### src/hw/rclk_pkg.sv
// Operation
// - with neither lock bit programmed, verify reads return internal program memory contents.
// - once a key is present, every verify byte is the encrypted form of the code byte.
// - the encrypted byte is the code byte xnor one key byte, and key bytes are never readable.
// - with the first lock bit programmed, table reads run from external memory get no internal bytes.
// - with the first lock bit programmed, the fetch select is latched at reset and later pin changes are ignored.
// - with the first lock bit programmed, any further code programming is refused.
// - with both lock bits programmed, verify mode is disabled entirely.
// - the 64-byte key array starts all ones.
// - the key sits at 4000h to 403fh, and a key byte of ffh means no encryption.
// - the lock byte at 4040h holds lock bit one in bit 0 and two in bit 1, 0 meaning enabled.
// - only unprogrammed, first-only and both-programmed lock states have defined protection.
package rclk_pkg;
  localparam int RCLK_AW = 15;
  localparam logic [14:0] RCLK_CODE_LAST = 15'h3fff;
  localparam logic [14:0] RCLK_KEY_BASE = 15'h4000;
  localparam logic [14:0] RCLK_KEY_LAST = 15'h403f;
  localparam logic [14:0] RCLK_LOCK_ADDR = 15'h4040;
  localparam int RCLK_LOCK1_BIT = 0;
  localparam int RCLK_LOCK2_BIT = 1;
  localparam logic [7:0] RCLK_KEY_RESET = 8'hff;
  localparam logic [7:0] RCLK_LOCK_RESET = 8'hff;
  localparam int RCLK_KEY_DEPTH = 64;
  localparam logic RCLK_FETCH_RESET = 1'b0;
  localparam logic [7:0] RCLK_BLANK_BYTE = 8'h00;
  typedef enum logic [1:0] {RCLK_OPEN, RCLK_LOCK1, RCLK_LOCK12, RCLK_UNDEF} rclk_prot_t;
endpackage

### src/hw/rclk_key_store.sv
`timescale 1ns/1ps
// key array: written by the image loader, read only through the cipher path
module rclk_key_store
  import rclk_pkg::*;
(
  input wire logic sys_clk,
  input wire logic arst_n,
  input wire logic wr_en,
  input wire logic [5:0] wr_idx,
  input wire logic [7:0] wr_data,
  input wire logic [5:0] rd_idx,
  output logic [7:0] rd_key,
  output logic key_present
);
  logic [7:0] key_reg [RCLK_KEY_DEPTH];
  logic [RCLK_KEY_DEPTH-1:0] used;

  // one storage byte per slot, reset to unprogrammed ones
  genvar g;
  generate
    for (g = 0; g < RCLK_KEY_DEPTH; g++) begin : g_key
      always_ff @(posedge sys_clk or negedge arst_n) begin
        if (!arst_n) begin
          key_reg[g] <= RCLK_KEY_RESET;
        end else if (wr_en && wr_idx == 6'(g)) begin
          key_reg[g] <= wr_data;
        end
      end
      assign used[g] = (key_reg[g] != RCLK_KEY_RESET);
    end
  endgenerate

  assign rd_key = key_reg[rd_idx];
  assign key_present = |used;
endmodule // rclk_key_store

### src/hw/rclk_lock.sv
`timescale 1ns/1ps
// protection logic: image loading, lock byte, fetch select, verify and table read gating
module rclk_lock
  import rclk_pkg::*;
(
  input wire logic sys_clk,
  input wire logic arst_n,
  input wire logic load_en,
  input wire logic [14:0] load_addr,
  input wire logic [7:0] load_data,
  output logic load_refused,
  input wire logic in_reset,
  input wire logic external_fetch_select_pin,
  output logic external_fetch_select,
  input wire logic program_strobe,
  input wire logic verify_en,
  input wire logic [13:0] verify_addr,
  output logic [7:0] verify_data,
  output logic verify_valid,
  input wire logic code_table_read,
  input wire logic exec_external,
  input wire logic [13:0] table_addr,
  output logic [7:0] table_data,
  output logic table_allowed,
  output logic [7:0] code_wr_data,
  output logic [13:0] code_wr_addr,
  output logic code_wr_en,
  output logic [13:0] code_rd_addr,
  input wire logic [7:0] code_rd_data,
  output logic first_lock_bit,
  output logic second_lock_bit,
  output logic undefined_lock
);
  // lock byte as stored, active low like the image
  logic [7:0] lock_reg;
  logic [7:0] lock_next;

  // fetch select as seen by the core
  logic fetch_sel_reg;

  // verify answer and its valid flag
  logic [7:0] verify_data_reg;
  logic verify_valid_reg;

  // table read answer and its grant flag
  logic [7:0] table_data_reg;
  logic table_ok_reg;

  // key store read side
  logic [7:0] key_byte;
  logic key_present;

  // decoded load strobes
  logic load_take;
  logic load_code_area;
  logic load_key_area;
  logic load_lock_area;
  logic key_wr;
  logic lock_wr;

  // decoded verify and table conditions
  logic verify_open;
  logic verify_take;
  logic [7:0] verify_byte;
  logic table_take;
  logic table_blocked;
  rclk_prot_t prot;

  // decode lock byte (0 = enabled) into a protection level
  function automatic rclk_prot_t prot_of(input logic [7:0] lb);
    case ({lb[RCLK_LOCK2_BIT], lb[RCLK_LOCK1_BIT]})
      2'b11: prot_of = RCLK_OPEN;
      2'b10: prot_of = RCLK_LOCK1;
      2'b00: prot_of = RCLK_LOCK12;
      default: prot_of = RCLK_UNDEF;
    endcase
  endfunction

  // true for image addresses inside the user code area
  function automatic logic is_code(input logic [14:0] a);
    is_code = (a <= RCLK_CODE_LAST);
  endfunction

  // true for image addresses inside the key area
  function automatic logic is_key(input logic [14:0] a);
    is_key = (a >= RCLK_KEY_BASE) && (a <= RCLK_KEY_LAST);
  endfunction

  // true for the lock byte address
  function automatic logic is_lock(input logic [14:0] a);
    is_lock = (a == RCLK_LOCK_ADDR);
  endfunction

  // only the open and first-lock levels present verify data
  function automatic logic verify_allowed(input rclk_prot_t p);
    verify_allowed = (p == RCLK_OPEN) || (p == RCLK_LOCK1);
  endfunction

  // verify byte: code xnor key once any key byte is set, plain otherwise
  function automatic logic [7:0] cipher_of(input logic [7:0] code, input logic [7:0] key, input logic armed);
    cipher_of = armed ? ~(code ^ key) : code;
  endfunction

  // lock byte update: bits only clear, lock two needs lock one now or in the same write
  function automatic logic [7:0] lock_merge(input logic [7:0] cur, input logic [7:0] wr);
    logic [7:0] nxt;
    nxt = cur;
    nxt[RCLK_LOCK1_BIT] = cur[RCLK_LOCK1_BIT] & wr[RCLK_LOCK1_BIT];
    nxt[RCLK_LOCK2_BIT] = cur[RCLK_LOCK2_BIT]
      & (wr[RCLK_LOCK2_BIT] | (wr[RCLK_LOCK1_BIT] & cur[RCLK_LOCK1_BIT]));
    lock_merge = nxt;
  endfunction

  // protection level and lock outputs (1 = programmed)
  assign prot = prot_of(lock_reg);
  assign first_lock_bit = ~lock_reg[RCLK_LOCK1_BIT];
  assign second_lock_bit = ~lock_reg[RCLK_LOCK2_BIT];
  assign undefined_lock = (prot == RCLK_UNDEF);

  // load decode: a load is taken on an edge with enable and strobe both high
  assign load_take = load_en && program_strobe;
  assign load_code_area = is_code(load_addr);
  assign load_key_area = is_key(load_addr);
  assign load_lock_area = is_lock(load_addr);

  // code and key writes stop once the first lock bit is programmed
  assign load_refused = load_take && first_lock_bit && (load_code_area || load_key_area);
  assign code_wr_en = load_take && !first_lock_bit && load_code_area;
  assign key_wr = load_take && !first_lock_bit && load_key_area;
  assign lock_wr = load_take && load_lock_area;

  // write port to the code store carries the low address bits only
  assign code_wr_addr = load_addr[13:0];
  assign code_wr_data = load_data;

  // next lock byte; lock bits stay writable after the first lock
  assign lock_next = lock_merge(lock_reg, load_data);

  // lock byte only ever moves toward more protection
  always_ff @(posedge sys_clk or negedge arst_n) begin
    if (!arst_n) begin
      lock_reg <= RCLK_LOCK_RESET;
    end else if (lock_wr) begin
      lock_reg <= lock_next;
    end
  end

  // key array; its bytes leave only through the cipher below
  rclk_key_store u_key (
    .sys_clk(sys_clk),
    .arst_n(arst_n),
    .wr_en(key_wr),
    .wr_idx(load_addr[5:0]),
    .wr_data(load_data),
    .rd_idx(verify_addr[5:0]),
    .rd_key(key_byte),
    .key_present(key_present)
  );

  // fetch select follows the pin while unlocked; once locked only the reset phase samples it
  always_ff @(posedge sys_clk or negedge arst_n) begin
    if (!arst_n) begin
      fetch_sel_reg <= RCLK_FETCH_RESET;
    end else if (in_reset || !first_lock_bit) begin
      fetch_sel_reg <= external_fetch_select_pin;
    end
  end
  // output straight from the flop
  assign external_fetch_select = fetch_sel_reg;

  // one shared code read port: verify has priority over table reads
  assign code_rd_addr = verify_en ? verify_addr : table_addr;

  // verify request decode and the byte it would present
  assign verify_open = verify_allowed(prot);
  assign verify_take = verify_en && verify_open;
  assign verify_byte = cipher_of(code_rd_data, key_byte, key_present);

  // verify valid flag: one cycle after each accepted request
  always_ff @(posedge sys_clk or negedge arst_n) begin
    if (!arst_n) begin
      verify_valid_reg <= 1'b0;
    end else begin
      verify_valid_reg <= verify_take;
    end
  end

  // verify data: cipher output (plain until a key byte is set) when accepted, blank otherwise so nothing leaks at full lock
  always_ff @(posedge sys_clk or negedge arst_n) begin
    if (!arst_n) begin
      verify_data_reg <= RCLK_BLANK_BYTE;
    end else if (verify_take) begin
      verify_data_reg <= verify_byte;
    end else begin
      verify_data_reg <= RCLK_BLANK_BYTE;
    end
  end
  // outputs straight from the flops
  assign verify_data = verify_data_reg;
  assign verify_valid = verify_valid_reg;

  // table read decode: verify owns the read port, external code is shut out once locked
  assign table_take = code_table_read && !verify_en;
  assign table_blocked = first_lock_bit && exec_external;

  // table grant flag: one cycle after each table read that is taken (no verify request) and not blocked
  always_ff @(posedge sys_clk or negedge arst_n) begin
    if (!arst_n) begin
      table_ok_reg <= 1'b0;
    end else begin
      table_ok_reg <= table_take && !table_blocked;
    end
  end

  // table data: plain code byte when granted, blank when blocked, held when idle
  always_ff @(posedge sys_clk or negedge arst_n) begin
    if (!arst_n) begin
      table_data_reg <= RCLK_BLANK_BYTE;
    end else if (table_take) begin
      table_data_reg <= table_blocked ? RCLK_BLANK_BYTE : code_rd_data;
    end
  end
  // outputs straight from the flops
  assign table_data = table_data_reg;
  assign table_allowed = table_ok_reg;
endmodule // rclk_lock

### config.mk
export PLATFORM = sky130hd
export DESIGN_NAME = rclk_lock
export DESIGN_NICKNAME = d
export VERILOG_FILES = /design/src/hw/rclk_pkg.sv /design/src/hw/rclk_key_store.sv /design/src/hw/rclk_lock.sv
export SDC_FILE = /design/constraint.sdc
export NUM_CORES = 1
export LEC_CHECK = 0
export BUFFER_PORTS_ARGS = -buffer_cell sky130_fd_sc_hd__buf_2
export CAP_MARGIN = 15
export CORE_MARGIN = 2
export CORE_UTILIZATION = 65
export DETAILED_ROUTE_END_ITERATION = 12
export GPL_TIMING_DRIVEN = 0
export PLACE_DENSITY = 0.87
export SLEW_MARGIN = 0
export SYNTH_ARGS = -nofsm -noshare
export SYNTH_HDL_FRONTEND = slang
export SYNTH_SLANG_ARGS = --single-unit
### constraint.sdc
create_clock -name sys_clk -period 5.3 [get_ports sys_clk]
set_input_delay 1.06 -clock sys_clk [delete_from_list [all_inputs] [get_ports sys_clk]]
set_output_delay 1.06 -clock sys_clk [all_outputs]
set_load 0.005 [all_outputs]
======== Yosys cells after proc, flatten, opt, wreduce, memory -nomap -nowiden ========
Cells that the tools add are included.
W data, S select, Z words.
cells by class
  add/subtract/negate cells ............... 0
  multipliers ............................. 0
  div/mod/pow operators ................... 0
  magnitude comparators ................... 4
  equal/unequal tests ..................... 132
  shift-type cells ........................ 0
  muxes and demuxes ....................... 8
  bitwise gates (word level) .............. 8
  reductions and logical operators ........ 85
operators by type and width
  operator                count
  $ne A8 B8 Y1 const B    64
  $eq A6 B6 Y1 const B    32
  $eq A6 B5 Y1 const B    16
  $logic_and A1 B1 Y1     76
  $reduce_or A64 Y1       1
  $bmux W8 S6             1
  $eq A6 B4 Y1 const B    8
  $mux W8                 5
  $eq A6 B3 Y1 const B    4
  $eq A15 B15 Y1 const B  1
  $ge A15 B15 Y1 const B  1
  $le A15 B14 Y1 const B  1
  $le A15 B15 Y1 const B  1
  $mux W14                1
  $eq A6 B2 Y1 const B    2
  $not A8 Y8              1
  $xor A8 B8 Y8           1
  $ge A7 B7 Y1 const B    1
  $not A6 Y7              1
  $eq A2 B2 Y1 const B    3
  $eq A6 B1 Y1 const B    1
  $logic_not A6 Y1        1
  $pmux W2 S3             1
  $logic_not A2 Y1        2
  6 further kinds         11
word-level totals
  flip-flop bits (word level) ............. 533
  bits in latches ......................... 0
  memory bits (writable) .................. 0
  ROM bits ................................ 0
  input bits .............................. 68
  output and inout bits ................... 60
  logic and storage cells ................. 307
  memories ................................ 0

======== Logic depth before layout (Yosys ltp) ========
  depth after elaboration ................. 8
  depth in mapped cells ................... 11

======== Hierarchy ========
A second synthesis with hierarchy kept.
unflattened totals
  cells, all modules ...................... 1776
  area total of the unflattened synthesis .. 26126.3 µm²
by module, submodules not included
  module          times used  cells each  area an instance (µm²)  sequential area each (µm²)
  rclk_key_store  1           1659        24883.9                 13452.9
  rclk_lock       1           117         1242.4                  528.0

======== Least setup slack after synthesis ========
Ideal clock, no wire load.
  path type ............................... input to output
  start point ............................. input verify_addr[1]
  end point ............................... output code_rd_addr[1]
  data arrival time ....................... 2.203 ns
  data required time ...................... 4.240 ns
  path slack .............................. 2.037 ns
  cell stages on the path ................. 6
  cell sequence ........................... buf_4 > buf_2 > buf_4 > buf_2 > buf_2 > mux2_2
between the ends
  word-level cells in the longest chain between the ends .. 1
ends and longest elaborated chain
  element          RTL line          source
  start, declared  rclk_lock.sv:17   input wire logic [13:0] verify_addr,
  $mux W14         rclk_lock.sv:172  assign code_rd_addr = verify_en ? verify_addr : table_addr;
  end, declared    rclk_lock.sv:28   output logic [13:0] code_rd_addr,
Every way passes these cells.

======== Worst setup path in the final report ========
Same ends and word-level chain as after synthesis.

==> results by stage <==
Yosys:
- The post-synthesis cell count is 1793.
- The mean instance size in the synthesized netlist is 14.6 um2.
- The most used flip-flop cell after synthesis is sky130_fd_sc_hd__dfstp_2.
- After synthesis, the cell types taking the most area are sky130_fd_sc_hd__dfstp_2 52%, sky130_fd_sc_hd__mux2_2 16%, sky130_fd_sc_hd__mux4_2 12%.
- The Yosys step of the flow raised 0 warnings.
- The mapped netlist covers 26200 um2.
- In the synthesized netlist the async set-or-reset flop fraction comes to 100%.
- The synthesized net count is 1861.
- The sequential element share of the synthesized area is 53.4%.
- The synthesis-stage register bit count is 533.
- The netlist uses 42 different library cells.
- The number of flops mapped to enable cells by yosys is 0.
- The top cell type's share of synthesized area is 51.6%.
- The synthesized design spends more area on one cell type than any other, namely sky130_fd_sc_hd__dfstp_2.

Global route:
- The sum of overflow across all layers after global routing is 0.
- The first global-routing pass estimated 129 mm of wire.
- The number of antenna violations at the first check in global routing came to 3.
- The maximum number of pins on one net before global-route repair is 132.
- The number of global-route vias before repair is 19075.
- Global routing used 43.1% of the available tracks.

Detailed routing:
- The count of unresolved DRC violations after routing is 0.
- The count of nets left with antenna violations once routing finished came out at 0.
- Before antenna repair, the detailed router went through 5 iterations.
- For this block, the routed nets add up to 88.6 mm of wire.
- The total via count after detailed routing is 19028.
- For this block, the initial DRC count from the detailed router was 2346.
- Dividing the detail-routed via count by the number of cells gives 7.49.
- After detailed routing, the average wire length per cell comes to 34.9 um.

Clock tree:
- The number of setup buffers added after CTS is 0.
- Clock latency on the worst-skew pair, taken at its later pin, is 0.63 ns.
- The maximum number of buffers from clock root to sink is 3.
- The TritonCTS clock tree is yes.
- For this design, the sink count on the clock tree is 533.
- Once the clock tree was built, the resizer swapped 0 gates to a different size.
- The number of buffers created by CTS is 54.
- The number of levels in the clock H-tree is 2.
- The cell at the root of the clock tree is sky130_fd_sc_hd__clkbuf_16.
- Clock-pin slew was measured on the worst setup and hold paths at 0.06 ns.
- The number of hold buffers added after CTS was 0.

STA:
- The final clock skew is 0.0250 ns.
- For the pin with the worst max-slew slack, the measured transition is 1.32 ns.
- The worst pin sits at a relative slew slack of 11.5%.
- The number of slew-limit violations in the final report is 0.
- The hold violation count in the final report is 0.
- The number of endpoints failing setup at the final stage is 0.
- In the final timing run, aggregate negative setup slack is 0 ns.
- Setup repair after global routing left no endpoint under its margin.
- Based on the critical path, the design can be clocked at up to 227 MHz.
- On the final layout, the worst hold slack is 0.268 ns.
- The final critical-path required period is 4.41 ns.
- The portion of the clock cycle consumed by the worst path in the final layout is 83.1%.

Power:
- The maximum vdd drop is 0.304 mV.
- The proportion of power drawn by the clock network is 46.6%.
- Cell internal power was estimated by the tool at 6.66 mW.
- The switching power of the nets is 2.06 mW.
- The power share of the sequential group is 47.1%.
- For this design the static power due to leakage is 11.9 nW.
- In this run the power density over the cells is 296 nW/um2.
- Combinational logic burns 6.3% of the power.
- Of the total power, the share spent switching nets is 23.6%.

Worst setup path:
- The worst-path maximum fanout is 10.
- The worst setup path is of the in2out kind.
- The critical path's slowest cell is sky130_fd_sc_hd__buf_2.
- The source of the worst register-to-register timing path is u_key.key_reg[504].
- The cell seen most often among critical-path stages is sky130_fd_sc_hd__buf_2.
- At the worst endpoint, the arrival time is 3.35 ns.
- The worst setup path is launched from a primary input.
- STA puts the critical path data required time at 4.24 ns.
- The launching instance or port of the critical path is verify_addr[1].
- The maximum single-stage delay on the critical path is 0.52 ns.
- The signal on the critical path passes through buf_4, buf_2, buf_4, buf_2, buf_2, mux2_2, buf_2.
- The worst setup path is captured at an output pin.

Place:
- Summed over all nets, the half-perimeter wirelength after detailed placement is 62.1 mm.
- Routability-driven placement finished with a final weighted congestion of 1.02.
- The quantity of I/O buffers inserted on ports is 113.

Floorplanning:
- The placeable core region is 39700 um2.
- The floorplan step set the die height to 205 um.
- From left edge to right edge, the die measures 205 um.
- Once the floorplan was initialized, standard cells occupied 65.9% of the core.
- The die footprint is 41900 um2.
- The boundary pin count is 128.
- The site row count is 73.

Finish:
- Leaving out fill and tap cells, the most frequent cells in the layout are 514 x sky130_fd_sc_hd__dfstp_2, 366 x sky130_fd_sc_hd__mux2_2, 143 x sky130_fd_sc_hd__mux4_2, 139 x sky130_fd_sc_hd__nand4_1, 135 x sky130_fd_sc_hd__buf_2.
- The layout cell share with drive strength beyond 1 is 65.3%.
- The synthesis-to-finish area growth is 12.5%.
- The final layout contains 2039 nets.
- The number of flip-flops under the largest register name is 512.
- Leaving out fill and tap cells, the most frequent cell in the layout is sky130_fd_sc_hd__dfstp_2.

Hold path:
- In this run the worst hold path is classified as in2async.

Job:
- Across the run, the number of max-cap violations was 0.

Run status:
- The flow ran to the end, and the final reports show no timing, DRC or antenna violations.
-- Yosys cell counts, types with 3 or more instances --
library cell / count
sky130_fd_sc_hd__a211oi_1: 4
sky130_fd_sc_hd__and2_1: 3
sky130_fd_sc_hd__mux4_2: 143
sky130_fd_sc_hd__a221oi_1: 7
sky130_fd_sc_hd__a41o_1: 8
sky130_fd_sc_hd__buf_1: 11
sky130_fd_sc_hd__buf_6: 7
sky130_fd_sc_hd__a22o_1: 8
sky130_fd_sc_hd__dfrtp_1: 19
sky130_fd_sc_hd__nand4_1: 139
sky130_fd_sc_hd__mux2_2: 366
sky130_fd_sc_hd__nand2b_1: 6
sky130_fd_sc_hd__nand2_2: 20
sky130_fd_sc_hd__mux2_1: 114
sky130_fd_sc_hd__nand3_1: 5
sky130_fd_sc_hd__nand2_1: 114
sky130_fd_sc_hd__clkbuf_1: 63
sky130_fd_sc_hd__a22oi_1: 12
sky130_fd_sc_hd__buf_2: 23
sky130_fd_sc_hd__a31oi_1: 8
sky130_fd_sc_hd__a21oi_1: 4
sky130_fd_sc_hd__nor2_1: 23
sky130_fd_sc_hd__buf_4: 28
sky130_fd_sc_hd__nor4_1: 36
sky130_fd_sc_hd__nor3b_1: 3
sky130_fd_sc_hd__mux2i_1: 13
sky130_fd_sc_hd__nor3_1: 10
sky130_fd_sc_hd__nor2b_1: 8
sky130_fd_sc_hd__o22ai_1: 4
sky130_fd_sc_hd__dfstp_2: 514
sky130_fd_sc_hd__inv_1: 3
sky130_fd_sc_hd__o21ai_0: 55
sky130_fd_sc_hd__o22a_1: 3
-- power groups by stage --
stage | clock network, mW | registers, mW | logic, mW
5_1_grt | 4.22 | 4.11 | 0.570
3_5_place_dp | 0 | 4.17 | 0.525
2_1_floorplan | 0 | 4.17 | 0.219
6_report | 4.06 | 4.11 | 0.549
4_1_cts | 4.05 | 4.11 | 0.528
3_3_place_gp | 0 | 4.16 | 0.505
-- per-layer routing --
layer	global-route usage [%]	wire length, um	vias up
li1	-	-	7271
met1	54.4	30600	9745
met2	63.9	39300	1602
met3	15.5	12100	408
met4	26.5	6510	2
met5	0	13	-
-- critical path, delay by kind of cell --
family | cells | cell delay (ns)
buffers and inverters | 6 | 2.04
muxes | 1 | 0.23
-- path summary, 6_finish.rpt --
kind / end / slack, ns / cells past startpoint
max in group asynchronous: u_key.key_reg[75] / 3.06 / 4
hold / removal: external_fetch_select / 0.27 / 1
setup / recovery: code_rd_addr[1] / 0.89 / 7
setup reg to reg: verify_data[2] / 1.80 / 7
hold reg to reg: u_key.key_reg[96] / 0.49 / 2
min in group sys_clk: u_key.key_reg[96] / 0.49 / 2
-- logic make-up (layout without fill, tap and decap cells) --
| family | count (synthesis) | count (layout) | synth area share [%] |
|---|---|---|---|
| flip-flops | 533 | 533 | 53.4 |
| other | 0 | 2 | 0 |
| AND/OR/NAND/NOR | 374 | 374 | 7.64 |
| AO/OA/AOI/OAI | 114 | 114 | 2.82 |
| buffers and inverters | 136 | 358 | 2.66 |
| multiplexers | 636 | 636 | 33.5 |
-- cell type report --
type | instances | area, um2
Inverter | 4 | 15.0
Antenna cell | 2 | 5.00
Timing Repair Buffer | 122 | 724
Tap cell | 525 | 657
Clock inverter | 17 | 245
Buffer | 132 | 682
Sequential cell | 533 | 14000
Multi-Input combinational cell | 1124 | 11500
Fill cell | 2406 | 10300
Clock buffer | 83 | 1630
-- stage by stage --
step | instances | util (%) | area [um2] | total power, mW | worst slack, ns
final | 2542 | 74.1 | 29400 | 8.73 | 0.893
after global routing | 2542 | 74.1 | 29400 | 8.90 | 0.907
after CTS | 2537 | 74.0 | 29400 | 8.70 | 1.01
after detailed placement | 2437 | 69.3 | 27500 | 4.70 | 1.00
after global placement | 2431 | 68.9 | 27400 | 4.67 | -6.72
after floorplan | 1793 | - | 26200 | 4.39 | 2.04
No activity file was read; power rests on OpenSTA's default activity.
